$ cat config.mk
export PLATFORM = sky130hd
export DESIGN_NAME = jaes_top
export DESIGN_NICKNAME = d
export VERILOG_FILES = /design/src/rtl/jaes_pkg.sv /design/src/rtl/jaes_sync.sv /design/src/rtl/jaes_osc.sv /design/src/rtl/jaes_top.sv
export VERILOG_INCLUDE_DIRS = /design/src /design/src/rtl
export SDC_FILE = /design/constraint.sdc
export NUM_CORES = 1
export LEC_CHECK = 0
export ABC_AREA = 0
export CAP_MARGIN = 20
export CORE_ASPECT_RATIO = 1.25
export CORE_MARGIN = 1.5
export CORE_UTILIZATION = 25
export DETAILED_ROUTE_END_ITERATION = 8
export DONT_BUFFER_PORTS = 1
export SYNTH_ARGS = -nofsm -noshare
export SYNTH_HDL_FRONTEND = slang
export SYNTH_HIERARCHICAL = 1
export SYNTH_SLANG_ARGS = --single-unit
$ cat constraint.sdc
create_clock -name i_clk -period 8.05 [get_ports i_clk]
set_input_delay 2.415 -clock i_clk [delete_from_list [all_inputs] [get_ports i_clk]]
set_output_delay 2.415 -clock i_clk [all_outputs]
set_load 0.1 [all_outputs]
$ cat src/rtl/jaes_defs.svh
// Constants of the jitter-attenuating elastic store.
// Assumes a single 40 MHz system clock; included by its bare name.
`ifndef JAES_DEFS_SVH
`define JAES_DEFS_SVH

// ----------------------------------------------------------------------
// Clock and timing
// ----------------------------------------------------------------------
`define JAES_CLK_HZ        40000000
`define JAES_INIT_MS       3
`define JAES_INIT_CYCLES   (`JAES_INIT_MS * (`JAES_CLK_HZ / 1000))
`define JAES_EVAL_US       200
`define JAES_EVAL_CYCLES   (`JAES_EVAL_US * (`JAES_CLK_HZ / 1000000))

// ----------------------------------------------------------------------
// FIFO geometry
// ----------------------------------------------------------------------
`define JAES_DEPTH         16
`define JAES_WR_RST        4'h0
`define JAES_RD_RST        4'h7
`define JAES_OCC_RST       5'h09
`define JAES_OCC_HALF      5'h08
`define JAES_OCC_FULL      5'h10
`define JAES_INVALID_BITS  5'h10

// ----------------------------------------------------------------------
// Oscillator: phase steps per 40 MHz cycle, 32-bit accumulator
// ----------------------------------------------------------------------
`define JAES_NCO_T1        32'h2786c226
`define JAES_STEP_T1       32'h0000a860
`define JAES_NCO_CEPT      32'h346dc5d6
`define JAES_STEP_CEPT     32'h000055e6
`define JAES_STEP_MIN      3'h0
`define JAES_STEP_MID      3'h2
`define JAES_STEP_MAX      3'h4

`endif

$ cat src/rtl/jaes_pkg.sv
// Types shared by the elastic store modules.
// Assumes nothing beyond a SystemVerilog compiler.
package jaes_pkg;
    // Tracking phase, Gray coded
    typedef enum logic [1:0] {
        JAES_PH_INIT = 2'h0,
        JAES_PH_RUN  = 2'h1
    } jaes_phase_t;
endpackage : jaes_pkg

$ cat src/rtl/jaes_sync.sv
// Pin input synchroniser with agreement filter.
// Assumes asynchronous pins and one system clock.
`timescale 1ns/1ps
module jaes_sync #(
    parameter int WIDTH = 1
) (
    // Clock and reset
    input  wire logic             i_clk,
    input  wire logic             i_sys_rst,
    // Pins and filtered levels
    input  wire logic [WIDTH-1:0] i_pin,
    output logic      [WIDTH-1:0] o_level
);
    logic [WIDTH-1:0] meta_ff;
    logic [WIDTH-1:0] s2_ff;
    logic [WIDTH-1:0] s3_ff;
    logic [WIDTH-1:0] level_ff;

    // ------------------------------------------------------------------
    // Three stages, change taken once stages two and three agree
    // ------------------------------------------------------------------
    always_ff @(posedge i_clk) begin
        if (i_sys_rst) begin
            meta_ff  <= '0;
            s2_ff    <= '0;
            s3_ff    <= '0;
            level_ff <= '0;
        end else begin
            meta_ff  <= i_pin;
            s2_ff    <= meta_ff;
            s3_ff    <= s2_ff;
            level_ff <= (s2_ff & ~(s2_ff ^ s3_ff))
                      | (level_ff & (s2_ff ^ s3_ff));
        end
    end

    assign o_level = level_ff;
endmodule : jaes_sync

$ cat src/rtl/jaes_osc.sv
// Stepped numerically controlled oscillator, divided by four.
// Assumes the 40 MHz system clock; runs through pointer reset.
`include "jaes_defs.svh"
`timescale 1ns/1ps
module jaes_osc (
    // Clock and reset
    input  wire logic       i_clk,
    input  wire logic       i_sys_rst,
    // Control
    input  wire logic       i_rate_cept,
    input  wire logic [2:0] i_step,
    // Divided output
    output logic            o_div4
);
    logic [31:0] acc_ff;
    logic [32:0] nxt_acc;
    logic [1:0]  div_ff;

    function automatic logic [31:0] step_inc(input logic cept,
                                             input logic [2:0] idx);
        logic [31:0] base;
        logic [31:0] unit;
        base = cept ? `JAES_NCO_CEPT : `JAES_NCO_T1;
        unit = cept ? `JAES_STEP_CEPT : `JAES_STEP_T1;
        step_inc = base - (unit * 32'(`JAES_STEP_MID))
                 + (unit * 32'(idx));
    endfunction : step_inc

    // ------------------------------------------------------------------
    // Oscillator period per accumulator wrap, five settings
    // ------------------------------------------------------------------
    assign nxt_acc = {1'b0, acc_ff} + {1'b0, step_inc(i_rate_cept, i_step)};

    always_ff @(posedge i_clk) begin
        if (i_sys_rst) begin
            acc_ff <= '0;
        end else begin
            acc_ff <= nxt_acc[31:0];
        end
    end

    // Divide by four
    always_ff @(posedge i_clk) begin
        if (i_sys_rst) begin
            div_ff <= 2'h0;
        end else if (nxt_acc[32]) begin
            div_ff <= div_ff + 2'h1;
        end
    end

    assign o_div4 = div_ff[1];
endmodule : jaes_osc

$ cat src/rtl/jaes_top.sv
// Jitter-attenuating elastic store, device side.
// Assumes 40 MHz i_clk; the six synchronised pins are asynchronous to it, i_rate_cept and i_sys_rst are used unsynchronised.
`include "jaes_defs.svh"
`timescale 1ns/1ps
module jaes_top
    import jaes_pkg::*;
#(
    parameter int INIT_CYCLES = `JAES_INIT_CYCLES,
    parameter int EVAL_CYCLES = `JAES_EVAL_CYCLES
) (
    // Clock and reset
    input  wire logic       i_clk,
    input  wire logic       i_sys_rst,
    // Line side
    input  wire logic       i_jittered_clock_in,
    input  wire logic       i_serial_data_in,
    // Slave read clock
    input  wire logic       i_external_read_clock,
    input  wire logic       i_external_read_select,
    // Control pins
    input  wire logic       i_slip_reset_n,
    input  wire logic       i_buffer_pointer_reset_n,
    input  wire logic       i_rate_cept,
    // Outputs
    output logic            o_smoothed_clock_out,
    output logic            o_serial_data_out,
    output logic            o_data_valid,
    output logic            o_slip_flag,
    output logic            o_osc_div4,
    output logic [2:0]      o_osc_step
);
    logic [5:0]              pin_level;
    logic                    jclk_lv;
    logic                    din_lv;
    logic                    xclk_lv;
    logic                    xsel_lv;
    logic                    slip_rst_n_lv;
    logic                    ptr_rst_n_lv;
    logic                    osc_div4;
    logic                    jclk_prev_ff;
    logic                    rclk_prev_ff;
    logic                    rclk_src;
    logic                    wr_evt;
    logic                    rd_evt;
    logic                    ovf_evt;
    logic                    unf_evt;
    logic                    slip_evt;
    logic                    eval_evt;
    logic                    init_end;
    logic [`JAES_DEPTH-1:0]  fifo_ff;
    logic [3:0]              wr_ptr_ff;
    logic [3:0]              rd_ptr_ff;
    logic [4:0]              occ_ff;
    logic [4:0]              nxt_occ;
    logic [4:0]              invalid_ff;
    logic [2:0]              step_ff;
    logic [31:0]             eval_cnt_ff;
    logic [31:0]             init_cnt_ff;
    jaes_phase_t             phase_ff;
    logic                    slip_ff;
    logic                    sclk_ff;
    logic                    dout_ff;
    logic                    valid_ff;

    // ------------------------------------------------------------------
    // Pin synchronisers and oscillator
    // ------------------------------------------------------------------
    jaes_sync #(
        .WIDTH (6)
    ) u_sync (
        .i_clk     (i_clk),
        .i_sys_rst (i_sys_rst),
        .i_pin     ({i_jittered_clock_in, i_serial_data_in,
                     i_external_read_clock, i_external_read_select,
                     i_slip_reset_n, i_buffer_pointer_reset_n}),
        .o_level   (pin_level)
    );

    assign jclk_lv       = pin_level[5];
    assign din_lv        = pin_level[4];
    assign xclk_lv       = pin_level[3];
    assign xsel_lv       = pin_level[2];
    assign slip_rst_n_lv = pin_level[1];
    assign ptr_rst_n_lv  = pin_level[0];

    jaes_osc u_osc (
        .i_clk       (i_clk),
        .i_sys_rst   (i_sys_rst),
        .i_rate_cept (i_rate_cept),
        .i_step      (step_ff),
        .o_div4      (osc_div4)
    );

    // ------------------------------------------------------------------
    // Clock edge events
    // ------------------------------------------------------------------
    assign rclk_src = xsel_lv ? xclk_lv : osc_div4;

    always_ff @(posedge i_clk) begin
        if (i_sys_rst) begin
            jclk_prev_ff <= 1'b0;
            rclk_prev_ff <= 1'b0;
        end else begin
            jclk_prev_ff <= jclk_lv;
            rclk_prev_ff <= rclk_src;
        end
    end

    // Write on input clock fall
    assign wr_evt  = ptr_rst_n_lv & jclk_prev_ff & ~jclk_lv;
    // Read on output clock fall so data is settled at its rise
    assign rd_evt  = ptr_rst_n_lv & rclk_prev_ff & ~rclk_src;
    // Write into unread location, read of unwritten location
    assign ovf_evt = wr_evt & ~rd_evt & (occ_ff == `JAES_OCC_FULL);
    assign unf_evt = rd_evt & ~wr_evt & (occ_ff == 5'h00);
    assign slip_evt = ovf_evt | unf_evt;

    // ------------------------------------------------------------------
    // FIFO storage and pointers
    // ------------------------------------------------------------------
    always_ff @(posedge i_clk) begin
        if (i_sys_rst) begin
            fifo_ff <= '0;
        end else if (wr_evt) begin
            fifo_ff[wr_ptr_ff] <= din_lv;
        end
    end

    always_comb begin
        nxt_occ = occ_ff;
        if (wr_evt && !rd_evt) begin
            nxt_occ = occ_ff + 5'h01;
        end else if (rd_evt && !wr_evt) begin
            nxt_occ = occ_ff - 5'h01;
        end
    end

    always_ff @(posedge i_clk) begin
        if (i_sys_rst || !ptr_rst_n_lv || slip_evt) begin
            // Rebase reloads both pointers and the occupancy; fifo_ff keeps its stored bits
            wr_ptr_ff <= `JAES_WR_RST;
            rd_ptr_ff <= `JAES_RD_RST;
            occ_ff    <= `JAES_OCC_RST;
        end else begin
            if (wr_evt) begin
                wr_ptr_ff <= wr_ptr_ff + 4'h1;
            end
            if (rd_evt) begin
                rd_ptr_ff <= rd_ptr_ff + 4'h1;
            end
            occ_ff <= nxt_occ;
        end
    end

    // ------------------------------------------------------------------
    // Output data and validity
    // ------------------------------------------------------------------
    always_ff @(posedge i_clk) begin
        if (i_sys_rst) begin
            dout_ff <= 1'b0;
        end else if (rd_evt) begin
            dout_ff <= fifo_ff[rd_ptr_ff];
        end
    end

    always_ff @(posedge i_clk) begin
        if (i_sys_rst || !ptr_rst_n_lv) begin
            invalid_ff <= 5'h00;
        end else if (unf_evt) begin
            invalid_ff <= `JAES_INVALID_BITS;
        end else if (rd_evt && invalid_ff != 5'h00) begin
            invalid_ff <= invalid_ff - 5'h01;
        end
    end

    always_ff @(posedge i_clk) begin
        if (i_sys_rst) begin
            valid_ff <= 1'b0;
        end else if (unf_evt) begin
            valid_ff <= 1'b0;
        end else if (rd_evt) begin
            valid_ff <= (invalid_ff == 5'h00);
        end
    end

    // ------------------------------------------------------------------
    // Output clock
    // ------------------------------------------------------------------
    always_ff @(posedge i_clk) begin
        if (i_sys_rst || !ptr_rst_n_lv) begin
            sclk_ff <= 1'b0;
        end else begin
            sclk_ff <= rclk_src;
        end
    end

    // ------------------------------------------------------------------
    // Init phase and frequency tracking
    // ------------------------------------------------------------------
    assign init_end = (init_cnt_ff >= 32'(INIT_CYCLES - 1));

    always_ff @(posedge i_clk) begin
        if (i_sys_rst) begin
            phase_ff    <= JAES_PH_INIT;
            init_cnt_ff <= '0;
        end else if (phase_ff == JAES_PH_INIT) begin
            if (init_end) begin
                phase_ff <= JAES_PH_RUN;
            end else begin
                init_cnt_ff <= init_cnt_ff + 32'h1;
            end
        end
    end

    assign eval_evt = (eval_cnt_ff >= 32'(EVAL_CYCLES - 1));

    always_ff @(posedge i_clk) begin
        if (i_sys_rst || !ptr_rst_n_lv || slip_evt || eval_evt) begin
            eval_cnt_ff <= '0;
        end else begin
            eval_cnt_ff <= eval_cnt_ff + 32'h1;
        end
    end

    always_ff @(posedge i_clk) begin
        if (i_sys_rst || !ptr_rst_n_lv || slip_evt) begin
            step_ff <= `JAES_STEP_MID;
        end else if (eval_evt && !xsel_lv) begin
            if (occ_ff > `JAES_OCC_HALF && step_ff != `JAES_STEP_MAX) begin
                step_ff <= step_ff + 3'h1;
            end else if (occ_ff < `JAES_OCC_HALF
                         && step_ff != `JAES_STEP_MIN) begin
                step_ff <= step_ff - 3'h1;
            end
        end
    end

    // ------------------------------------------------------------------
    // Slip flag
    // ------------------------------------------------------------------
    always_ff @(posedge i_clk) begin
        if (i_sys_rst) begin
            slip_ff <= 1'b1;
        end else if (phase_ff == JAES_PH_INIT) begin
            slip_ff <= !init_end;
        end else if (!slip_rst_n_lv) begin
            slip_ff <= 1'b0;
        end else if (slip_evt) begin
            slip_ff <= 1'b1;
        end
    end

    assign o_smoothed_clock_out = sclk_ff;
    assign o_serial_data_out    = dout_ff;
    assign o_data_valid         = valid_ff;
    assign o_slip_flag          = slip_ff;
    assign o_osc_div4           = osc_div4;
    assign o_osc_step           = step_ff;
endmodule : jaes_top

Yosys cells after proc, flatten, opt, wreduce, memory -nomap -nowiden
Cells that the tools add are included.
{"block": "classes", "addsub": 13, "n_mul": 1, "order_cmp": 7, "n_eq_ne": 3, "muxes": 17, "n_bitwise": 19, "reduce_logical": 28}
{"op": "adder 32 x 1 -> 32 bit (second input constant)", "count": 2}
{"op": "adder 32 x 32 -> 33 bit", "count": 1}
{"op": "adder 32 bit", "count": 1}
{"op": "greater-or-equal comparator 32 x 13 -> 1 bit (second input constant)", "count": 1}
{"op": "greater-or-equal comparator 32 x 17 -> 1 bit (second input constant)", "count": 1}
{"op": "multiplier 32 x 3 -> 32 bit", "count": 1}
{"op": "subtractor 32 bit", "count": 1}
{"op": "2-to-1 mux 29 bit", "count": 1}
{"op": "2-to-1 mux 5 bit", "count": 4}
{"op": "bitwise mux 16 bit", "count": 1}
{"op": "2-to-1 mux 16 bit", "count": 1}
{"op": "bitwise AND 6 bit", "count": 2}
{"op": "logical NOT 5 bit", "count": 2}
{"op": "< comparator 4 x 5 -> 1 bit (second input constant)", "count": 2}
{"op": "subtractor 5 x 1 -> 5 bit (second input constant)", "count": 2}
{"op": "adder 4 x 1 -> 4 bit (second input constant)", "count": 2}
{"op": "bitwise AND 1 bit", "count": 8}
{"op": "logical AND 1 bit", "count": 7}
{"op": "2-to-1 mux 1 bit", "count": 6}
{"op": "2-to-1 mux 3 bit", "count": 2}
{"op": "!= test 3 bit (second input constant)", "count": 2}
{"op": "inverter 6 bit", "count": 1}
{"op": "OR 6 bit", "count": 1}
{"op": "AND reduction 2 bit", "count": 3}
{"op": "other kinds (20)", "count": 33}
{"block": "word_totals", "regBits": 166, "inputBits": 9, "out_inout_bits": 8, "wordCells": 110}

Depth between registers and ports, before layout
Gate-level depths: netlist of the first run.
{"block": "logic_depth", "word_depth": 10, "mapped_depth": 27, "ltp_nobuf": 24}

Modules after synthesis
Netlist of the first run, hierarchy kept.
{"mod": "jaes_top", "n_inst": 1, "cells_per_inst": 483, "area_each_um2": 4538.1, "seq_area_each_um2": 2162.1}
{"mod": "jaes_osc", "n_inst": 1, "cells_per_inst": 470, "area_each_um2": 3860.0, "seq_area_each_um2": 660.6}
{"mod": "jaes_sync", "n_inst": 1, "cells_per_inst": 62, "area_each_um2": 720.7, "seq_area_each_um2": 480.5}

Least setup slack after synthesis of the first run
No wires, ideal clock.
{"block": "synth_path", "path_kind": "in2reg", "start": "input port i_rate_cept", "end": "register u_osc.acc_ff[21]", "setup_ns": 0.123, "arrival_time_ns": 6.996, "required_time_ns": 7.927, "slack_ns": 0.931, "cell_stages": 22, "n_path_buf": 1, "path_cell_list": "clkbuf_1 -> nand2_1 -> ha_1 -> inv_1 -> fa_1 -> inv_1 -> fa_1 -> nor2b_1 -> o21ai_1 -> a211oi_1 -> o41ai_2 -> a21oi_1 -> a221o_1 -> xor2_1 -> ha_1 -> a21o_1 -> a21o_1 -> a21o_1 -> a21oi_1 -> o21ai_0 -> a21oi_1 -> mux2_1"}
{"block": "synth_via", "elab_chain_cells": 4, "word_cells_on_any_way": 6, "cone_classes": "add/sub: 3; mul: 1; mux: 2"}
{"item": "from (decl)", "line": "jaes_top.sv:23", "source": "input wire logic i_rate_cept,"}
{"item": "2-to-1 mux 16 bit (no source line) or 2-to-1 mux 29 bit (tied branches)"}
{"item": "multiplier 32 x 3 -> 32 bit or subtractor 32 bit (tied branches)", "line": "jaes_osc.sv:26, jaes_osc.sv:25"}
{"item": "adder 32 bit (*)", "line": "jaes_osc.sv:25", "source": "step_inc = base - (unit * 32'(`JAES_STEP_MID))"}
{"item": "adder 32 x 32 -> 33 bit (*)", "line": "jaes_osc.sv:32", "source": "assign nxt_acc = {1'b0, acc_ff} + {1'b0, step_inc(i_rate_cept, i_step)};"}
{"item": "to (signal assigned)", "line": "jaes_osc.sv:38", "source": "acc_ff <= nxt_acc[31:0];"}
{"item": "to (decl)", "line": "jaes_osc.sv:15", "source": "logic [31:0] acc_ff;"}
Every way passes the cells marked *; elsewhere a longest branch is shown, timed or not.
A chain may end at the register's enable or synchronous reset.

Worst setup path after layout of the first run
{"block": "layout_path", "start": "input port i_rate_cept", "end": "register u_osc.div_ff[0]"}
{"block": "layout_via", "elab_chain_cells": 4, "word_cells_on_any_way": 6, "cone_classes": "add/sub: 3; mul: 1; mux: 2"}
{"item": "2-to-1 mux 16 bit (no source line) or 2-to-1 mux 29 bit (tied branches)"}
{"item": "multiplier 32 x 3 -> 32 bit or subtractor 32 bit (tied branches)", "line": "jaes_osc.sv:26, jaes_osc.sv:25"}
{"item": "adder 32 bit (*)", "line": "jaes_osc.sv:25"}
{"item": "adder 32 x 32 -> 33 bit (*)", "line": "jaes_osc.sv:32"}
{"item": "to (signal assigned)", "line": "jaes_osc.sv:47", "source": "div_ff <= div_ff + 2'h1;"}
{"item": "to (decl)", "line": "jaes_osc.sv:17", "source": "logic [1:0] div_ff;"}
Marked as above.

==> results of run 1 <==
-- state kept, by name (all words and copies together), names as in the netlist, named ones only --
name                  count
rclk_prev_ff              1
u_sync/s2_ff              6
wr_ptr_ff                 4
u_sync/s3_ff              6
o_osc_step                3
o_data_valid              1
o_smoothed_clock_out      1
occ_ff                    5
invalid_ff                5
fifo_ff                  16
u_osc/acc_ff             31
o_slip_flag               1
u_sync/meta_ff            6
rd_ptr_ff                 4
o_serial_data_out         1
eval_cnt_ff              32
init_cnt_ff              32
phase_ff                  1
jclk_prev_ff              1
u_osc/div_ff              2
-- final cells by class --
type | count | area (µm²)
fill | 3876 | 25800
clock inverter | 15 | 188
tap | 480 | 601
clock buffer | 17 | 425
timing repair buffer | 4 | 30.0
sequential | 165 | 3300
multi-input combinational | 785 | 5530
inverter | 49 | 184
-- synth_stat cells (11+ instances only) --
cell type  count
xnor2_1       31
a21oi_1       84
fa_1          11
dfxtp_1      165
xor2_1        32
mux2i_1       11
and3_1        12
clkbuf_1      22
nor2b_1       36
nand4_1       15
a21o_1        21
nor4_1        12
o31ai_1       17
ha_1          74
nor3_1        19
inv_1         49
nand3_1       18
nand2_1       75
nor2_1        98
or4_1         15
o21ai_0       38
-- stage by stage --
| step | power [mW] | instance area (µm²) |
|---|---|---|
| detailed placement | 1.65 | 9650 |
| CTS | 2.50 | 10300 |
| global route | 2.63 | 10300 |
| global placement | 1.64 | 9650 |
| finish | 2.47 | 10300 |
| floorplan | 1.52 | 9190 |
-- cells by family (layout without fill, tap and decap cells) --
group           Yosys count  count (layout)  share of synthesized area
compound gates          235             235                      0.173
xor+xnor                 63              63                     0.0605
fa+ha+maj                86              86                      0.127
buf+inv                  84              85                     0.0392
flops                   165             165                      0.362
mux                      19              19                     0.0273
other cells               2              21                   0.000824
simple gates            361             361                      0.210
-- worst min-delay path by stage --
stage | from | slack, ns | end
final | u_sync/meta_ff[1] | 0.44 | u_sync/s2_ff[1]
after global routing | u_sync/meta_ff[1] | 0.46 | u_sync/s2_ff[1]
after CTS | u_sync/meta_ff[1] | 0.44 | u_sync/s2_ff[1]
after detailed placement | u_sync/meta_ff[1] | 0.42 | u_sync/s2_ff[1]
after global placement | u_sync/meta_ff[1] | 0.42 | u_sync/s2_ff[1]
after floorplan | u_sync/meta_ff[5] | 0.41 | u_sync/s2_ff[5]
-- layer usage --
metal	up-vias	track usage	wire length (µm)
met5	-	0	0
met4	0	0.0420	362
met3	29	0.0196	453
met2	73	0.192	9510
met1	3248	0.114	8330
li1	3595	-	-
-- power by group --
| part | internal, mW | total [mW] | leakage (nW) | switching (mW) |
|---|---|---|---|---|
| clock network | 0.447 | 0.832 | 0.297 | 0.385 |
| logic | 0.303 | 0.700 | 2.40 | 0.397 |
| registers | 0.891 | 0.933 | 1.35 | 0.0421 |
==> flow_metrics.tcl, run 1 <==
set metrics [dict create \
    critPathBufInv 2 \
    final_cells 1515 \
    slew_headroom 0.237 \
    worstSetupPathType "in -> reg" \
    hpwl_mm 13.5 \
    synth_cell_types 89 \
    clock_latency_ns 0.43 \
    final_cell_mix "165 x dfxtp_1, 98 x nor2_1, 84 x a21oi_1" \
    crit_path_start "i_rate_cept" \
    cts_tree "done" \
    setup_violations 0 \
    drc 0 \
    fin_crit_ns 6.94 \
    first_pass_iters 5 \
    crit_slowest_cell "fa_1" \
    viasPerCell 4.58 \
    fmax_ghz 0.144 \
    hold_path.class "reg -> reg" \
    netlist_top_cells_area "dfxtp_1 36%, ha_1 10%, a21oi_1 4.6%" \
    die_h_um 217 \
    hold_slack_ns 0.439 \
    status "completed" \
    layout_commonest_cell "dfxtp_1" \
    worst_slack_ns 1.11 \
    dieWidth_um 174 \
    critPathMostFrequentCell "a21oi_1" \
    io_buffers 0 \
    row_count 78 \
    setup_tns_ns 0 \
    cp_max_fo 19 \
    wirelength_mm 18.7 \
    leakage_nw 4.05 \
    layout.nets 1116 \
    grt_overflow 0 \
    cts-root-buf "clkbuf_16" \
    worstSetupEndpoint "u_osc/div_ff[0]" \
    die_area_um2 37600 \
    clock_skew_ns 0.0121 \
    synth_ff_type "dfxtp_1" \
    path_clk_slew_ns 0.07 \
    dp.cells 1483 \
    worst_slew_pin_slew_ns 1.14 \
    vias 6945 \
    antenna_found_initial 0 \
    grt_start_max_net_pins 120 \
    cp.arrival_ns 7.27 \
    grt_pass1_wl_mm 32.0 \
    syn_area_per_cell_um2 8.98 \
    yosysSeqAreaShare 0.362 \
    syn2layout_area_growth_pct 12.5 \
    rsz0062_at_grt "false" \
    cts_hold_buffers 0 \
    start_util 0.253 \
    drv_cap 0 \
    synth_edf_count 0 \
    cpPeakStageDelay_ns 0.53 \
    cp_top_family "compound AO/OA/AOI/OAI gates" \
    preCtsSetupSlack_ns 0.713 \
    htreeDepth 4 \
    cp.depth 21 \
    cts_resized 0 \
    boundaryPins 17 \
    endpoint_kind "flip-flop" \
    postCtsSetupBuffers 0 \
    drive_gt1_frac 0.0705 \
    track_usage 0.103 \
    cts.sinks 165 \
    synth_cells 1015 \
    num_antenna_cells 0 \
    rrSetupSlack_ns 2.51 \
    fin_crit_sh 0.862 \
    gp_congestion 0.831 \
    critPathRequiredTime_ns 8.39 \
    yosysWarnings 6 \
    post-synth-top-area-fraction 0.362 \
    worstReg2RegStart "o_osc_step[1]" \
    drt-initial-drc-count 291 \
    cts_max_path_buffers 2 \
    final_core_util 0.284 \
    whs_path_depth 1 \
    grt_pass1_vias 6805 \
    ir_drop_mv 0.134 \
    wl_per_cell_um 12.3 \
    worst_r2r_path_depth 21 \
    crit_chain "nand2_1 > ha_1 > inv_1 > fa_1 > inv_1 > fa_1 > nor2b_1 > o21ai_1 > a211oi_1 > o41ai_2 > a21oi_1 > a21oi_1 > a211o_1 > ha_1 > nand2_1 > o21bai_1 > a21oi_1 > o21ai_0 > a31oi_1 > a21boi_0 > nor4bb_1" \
    worstSetupStartpointType "primary input" \
    syn_area_um2 9120 \
    ys_ff_latch 165 \
    yosysTopAreaCell "dfxtp_1" \
    p_per_area_nw_per_um2 240 \
    cts_inserted_buffers 17 \
    synthArstFlopShare 0 \
    ant_nets 0 \
    fp.coreArea_um2 36100 \
    hold_viol_final 0 \
    rr_endpoint "u_osc/div_ff[0]" \
    final_max_slew_viol_count 0 \
]
Note: power is estimated with default switching activity, not from simulation.
==> inputs of run 2 (changes only) <==
--- a/config.mk
+++ b/config.mk
@@ -10,7 +10,7 @@
 export CAP_MARGIN = 20
 export CORE_ASPECT_RATIO = 1.25
 export CORE_MARGIN = 1.5
-export CORE_UTILIZATION = 25
+export CORE_UTILIZATION = 42
 export DETAILED_ROUTE_END_ITERATION = 8
 export DONT_BUFFER_PORTS = 1
 export SYNTH_ARGS = -nofsm -noshare
==> run 2 against run 1 <==
First-iteration DRC count shrank 14%. Maximum frequency increased by 0.14%. Non-clock buffer count rose by 2. Setup slack improved by 0.0098 ns. Cell area is 2.3% lower. Via count hardly changed. Cell count fell by 13%. Critical path type unchanged. Critical endpoint is now u_osc/acc_ff[26].
==> flow_metrics.tcl, run 2 (synthesized netlist as in run 1, its figures left out) <==
set metrics [dict create \
    start_util 0.426 \
    cts_resized 0 \
    seqCellArea_um2 3300 \
    grt_overflow 0 \
    hpwl_mm 12.8 \
    final_max_slew_viol_count 0 \
    drv_cap 0 \
    worstSetupStartpointType "primary input" \
    rsz0062_at_grt "false" \
    cts_max_path_buffers 2 \
    grt_pass1_wl_mm 31.1 \
    worstSetupPathType "in -> reg" \
    clock_latency_ns 0.43 \
    reg_top3 "eval_cnt_ff (32), init_cnt_ff (32), u_osc/acc_ff (31)" \
    cts_tree "done" \
    ir_drop_mv 0.150 \
    gp_congestion 0.807 \
    wirelength_mm 18.0 \
    setup_tns_ns 0 \
    slew_headroom 0.281 \
    cp_max_fo 19 \
    track_usage 0.168 \
    row_count 60 \
    antenna_found_initial 0 \
    drt-initial-drc-count 251 \
    hold_path.class "reg -> reg" \
    leakage_nw 4.05 \
    multi_input_area_um2 5530 \
    clock_skew_ns 0.0110 \
    grt_start_max_net_pins 120 \
    fp.coreArea_um2 21400 \
    path_clk_slew_ns 0.06 \
    postCtsSetupBuffers 0 \
    final_cell_mix "165 x dfxtp_1, 98 x nor2_1, 84 x a21oi_1" \
    cp_top_family "compound AO/OA/AOI/OAI gates" \
    critPathRequiredTime_ns 8.36 \
    ant_nets 0 \
    first_pass_iters 7 \
    boundaryPins 17 \
    drive_gt1_frac 0.0704 \
    cts-root-buf "clkbuf_16" \
    fmax_ghz 0.144 \
    syn2layout_area_growth_pct 9.89 \
    drc 0 \
    vias 6946 \
    wl_per_cell_um 13.6 \
    worst_slew_pin_slew_ns 1.08 \
    p_per_area_nw_per_um2 246 \
    status "completed" \
    cts_hold_buffers 0 \
    fin_crit_sh 0.860 \
    cpPeakStageDelay_ns 0.50 \
    layout.nets 1118 \
    crit_chain "nand2_1 > inv_1 > or2_2 > ha_1 > inv_1 > fa_1 > inv_1 > ha_1 > a21oi_1 > nand2_1 > a211oi_2 > o31ai_1 > o31ai_2 > xnor2_1 > ha_1 > a21o_1 > a21oi_1 > nand2_1 > a211o_1 > a41o_1 > a21boi_2 > mux2_4" \
    crit_slowest_cell "fa_1" \
    fin_crit_ns 6.93 \
    grt_pass1_vias 6653 \
    power_mw 2.47 \
    io_buffers 0 \
    endpoint_kind "flip-flop" \
    viasPerCell 5.28 \
    layout_commonest_cell "dfxtp_1" \
    cp.arrival_ns 7.24 \
    dieWidth_um 135 \
    critPathBufInv 3 \
    setup_violations 0 \
    num_antenna_cells 0 \
    cts.sinks 165 \
    fillers 2075 \
    htreeDepth 4 \
    cts_inserted_buffers 17 \
    hold_viol_final 0 \
    die_h_um 168 \
    die_area_um2 22600 \
]
run 2: cell type report:
type                    count  area share
flip-flops and latches    165       0.330
repair buffers              6     0.00449
clock inverters            11      0.0150
multi-input cells         785       0.552
well taps                 279      0.0348
inverters                  49      0.0184
clock buffers              21      0.0459
run 2: final timing paths:
path,startpoint,to,slack (ns),cells after the start
setup / recovery,i_rate_cept,u_osc/acc_ff[26],1.12,22
hold / removal,u_sync/meta_ff[5],u_sync/s2_ff[5],0.44,1
setup reg to reg,o_osc_step[0],u_osc/acc_ff[26],2.61,19
hold reg to reg,u_sync/meta_ff[5],u_sync/s2_ff[5],0.44,1
run 2: where the power goes:
group | switching [mW] | internal [mW]
clock network | 0.330 | 0.506
registers | 0.0402 | 0.892
logic | 0.394 | 0.307
total | 0.764 | 1.70
run 2: layer usage:
layer	up-vias	share of wire	wire length, µm	GRT usage
met5	-	0	0	0
met4	0	0.016	287	0.0589
met3	20	0.024	423	0.0336
met2	60	0.50	8910	0.287
met1	3271	0.46	8340	0.208
li1	3595	-	-	-
run 2: metrics by stage:
| step | std cells | area [µm²] | utilization | setup slack (ns) | hold slack, ns |
|---|---|---|---|---|---|
| final | 1316 | 10000 | 0.468 | 1.12 | 0.444 |
| after global routing | 1316 | 10000 | 0.468 | 0.765 | 0.454 |
| after CTS | 1316 | 10000 | 0.468 | 1.14 | 0.446 |
| after detailed placement | 1284 | 9410 | 0.440 | 0.709 | 0.426 |
| after global placement | 1284 | 9410 | 0.440 | 0.729 | 0.431 |
| after floorplan | 1034 | 9190 | - | 0.931 | 0.411 |
==> inputs of run 3 (changes only) <==
==> constraint.sdc (replaced) <==
create_clock -name i_clk -period 8.05 [get_ports i_clk]
set_input_delay 0.4025 -clock i_clk [delete_from_list [all_inputs] [get_ports i_clk]]
set_output_delay 0.4025 -clock i_clk [all_outputs]
set_load 0.1 [all_outputs]
==> run 3 against run 2 <==
Register-to-register slack gained 0.05 ns. Critical path type is now reg -> reg. First-iteration DRC count grew 48%. Critical path depth shrank 2. Wire length grew 0.30%. Worst hold slack lost 0.40 ns. Utilization shrank 0.15 points. Clock-buffer cell count shrank 2. Combinational power shrank 1%. Global-route usage grew 0.24 points. Sequential share of layout area grew 0.11 points.
==> flow_metrics.tcl, run 3 (synthesized netlist as in run 1, its figures left out) <==
set metrics [dict create \
    leakage_nw 4.03 \
    layout.nets 1116 \
    dp.cells 1282 \
    gp_congestion 0.788 \
    final_cells 1313 \
    grt_pass1_vias 6810 \
    cp.arrival_ns 5.70 \
    final_core_util 0.467 \
    dieWidth_um 135 \
    status "completed" \
    hpwl_mm 13.0 \
    hold_viol_final 0 \
    final_cell_mix "165 x dfxtp_1, 98 x nor2_1, 84 x a21oi_1" \
    cts_tree "done" \
    vias 6932 \
    row_count 60 \
    fin_crit_sh 0.670 \
    path_clk_slew_ns 0.07 \
    drv_cap 0 \
    antenna_found_initial 0 \
    wl_per_cell_um 13.7 \
    syn2layout_area_growth_pct 9.54 \
    cts_inserted_buffers 17 \
    grt_pass1_wl_mm 31.7 \
    wirelength_mm 18.0 \
    start_util 0.426 \
    final_cell_area_um2 9990 \
    setup_violations 0 \
    cp_max_fo 10 \
    worstSetupPathType "reg -> reg" \
    postCtsSetupBuffers 0 \
    clock_latency_ns 0.42 \
    cts_max_path_buffers 2 \
    final_max_slew_viol_count 0 \
    grt_overflow 0 \
    setup_tns_ns 0 \
    ir_drop_mv 0.152 \
    cts-root-buf "clkbuf_16" \
    worst_slack_ns 2.66 \
    drive_gt1_frac 0.0687 \
    drt-initial-drc-count 372 \
    grt_start_max_net_pins 120 \
    io_buffers 0 \
    die_h_um 168 \
    cts_hold_buffers 0 \
    clock_skew_ns 0.0116 \
    reg_top3 "eval_cnt_ff (32), init_cnt_ff (32), u_osc/acc_ff (31)" \
    preCtsSetupSlack_ns 2.69 \
    htreeDepth 4 \
    critPathRequiredTime_ns 8.36 \
    boundaryPins 17 \
    cts_resized 0 \
    layout_commonest_cell "dfxtp_1" \
    cts.sinks 165 \
    hold_slack_ns 0.0472 \
    hold_path.class "in -> reg" \
    endpoint_kind "flip-flop" \
    slew_headroom 0.291 \
    worstSetupStartpointType "flip-flop" \
    fin_crit_ns 5.39 \
    num_antenna_cells 0 \
    worst_slew_pin_slew_ns 1.06 \
    drc 0 \
    fp.coreArea_um2 21400 \
    track_usage 0.170 \
    rsz0062_at_grt "false" \
    ant_nets 0 \
    fmax_ghz 0.185 \
    viasPerCell 5.28 \
    dpl_cell_area_um2 9400 \
    die_area_um2 22600 \
    first_pass_iters 5 \
    power_mw 2.44 \
    p_per_area_nw_per_um2 244 \
]
==> run 3: cell count changes in the layout (fill, tap and decap cells not counted), sizes merged <==
| cell | delta |
|---|---|
| clkinv | -3 |
| clkinvlp | +1 |
| bufinv | -1 |
| inv | +4 |
| clkbuf | -2 |
| buf | -2 |
==> run 3: power by group <==
part	leakage [nW]	total, mW	internal [mW]	switching [mW]
Combinational	2.40	0.694	0.303	0.391
Sequential	1.35	0.934	0.892	0.0421
Clock	0.279	0.812	0.469	0.342
Total	4.03	2.44	1.66	0.775
==> run 3: final cells by class <==
| class | instances | area, µm² |
|---|---|---|
| multi-input combinational | 785 | 5530 |
| inverter | 49 | 184 |
| tap | 279 | 349 |
| timing repair buffer | 4 | 37.5 |
| clock inverter | 12 | 143 |
| clock buffer | 19 | 443 |
| fill | 2063 | 11400 |
| sequential | 165 | 3300 |
==> run 3: critical path, stage by stage (launching register included) <==
cell and delay, ns:
dfxtp_1 0.33, buf_4 0.35, ha_1 0.33, xor2_1 0.17, ha_1 0.31, ha_1 0.37, and3_1 0.20, a311o_1 0.31
a31o_2 0.25, a211oi_1 0.33, o21bai_1 0.11, a21oi_1 0.18, xnor2_1 0.19, ha_1 0.32, a21oi_1 0.14, o21ai_0 0.13
a31o_2 0.28, a21oi_2 0.31, o21ai_2 0.14, a31oi_1 0.20, mux2_1 0.33
==> run 3: path summary, 6_finish.rpt <==
| check | start | end | slack, ns | depth (start not counted) |
|---|---|---|---|---|
| hold / removal | i_sys_rst | init_cnt_ff[10] | 0.05 | 1 |
| setup reg to reg | o_osc_step[1] | u_osc/acc_ff[28] | 2.66 | 20 |
| hold reg to reg | u_sync/meta_ff[1] | u_sync/s2_ff[1] | 0.44 | 1 |
| setup / recovery | o_osc_step[1] | u_osc/acc_ff[28] | 2.66 | 20 |
==> run 3: metal layers <==
metal / wire length [µm] / share of wire / GRT usage / up-vias
met5: 0 / 0 / 0 / -
met4: 170 / 0.0094 / 0.0486 / 0
met3: 404 / 0.022 / 0.0324 / 9
met2: 8950 / 0.50 / 0.299 / 64
met1: 8490 / 0.47 / 0.210 / 3264
li1: - / - / - / 3595
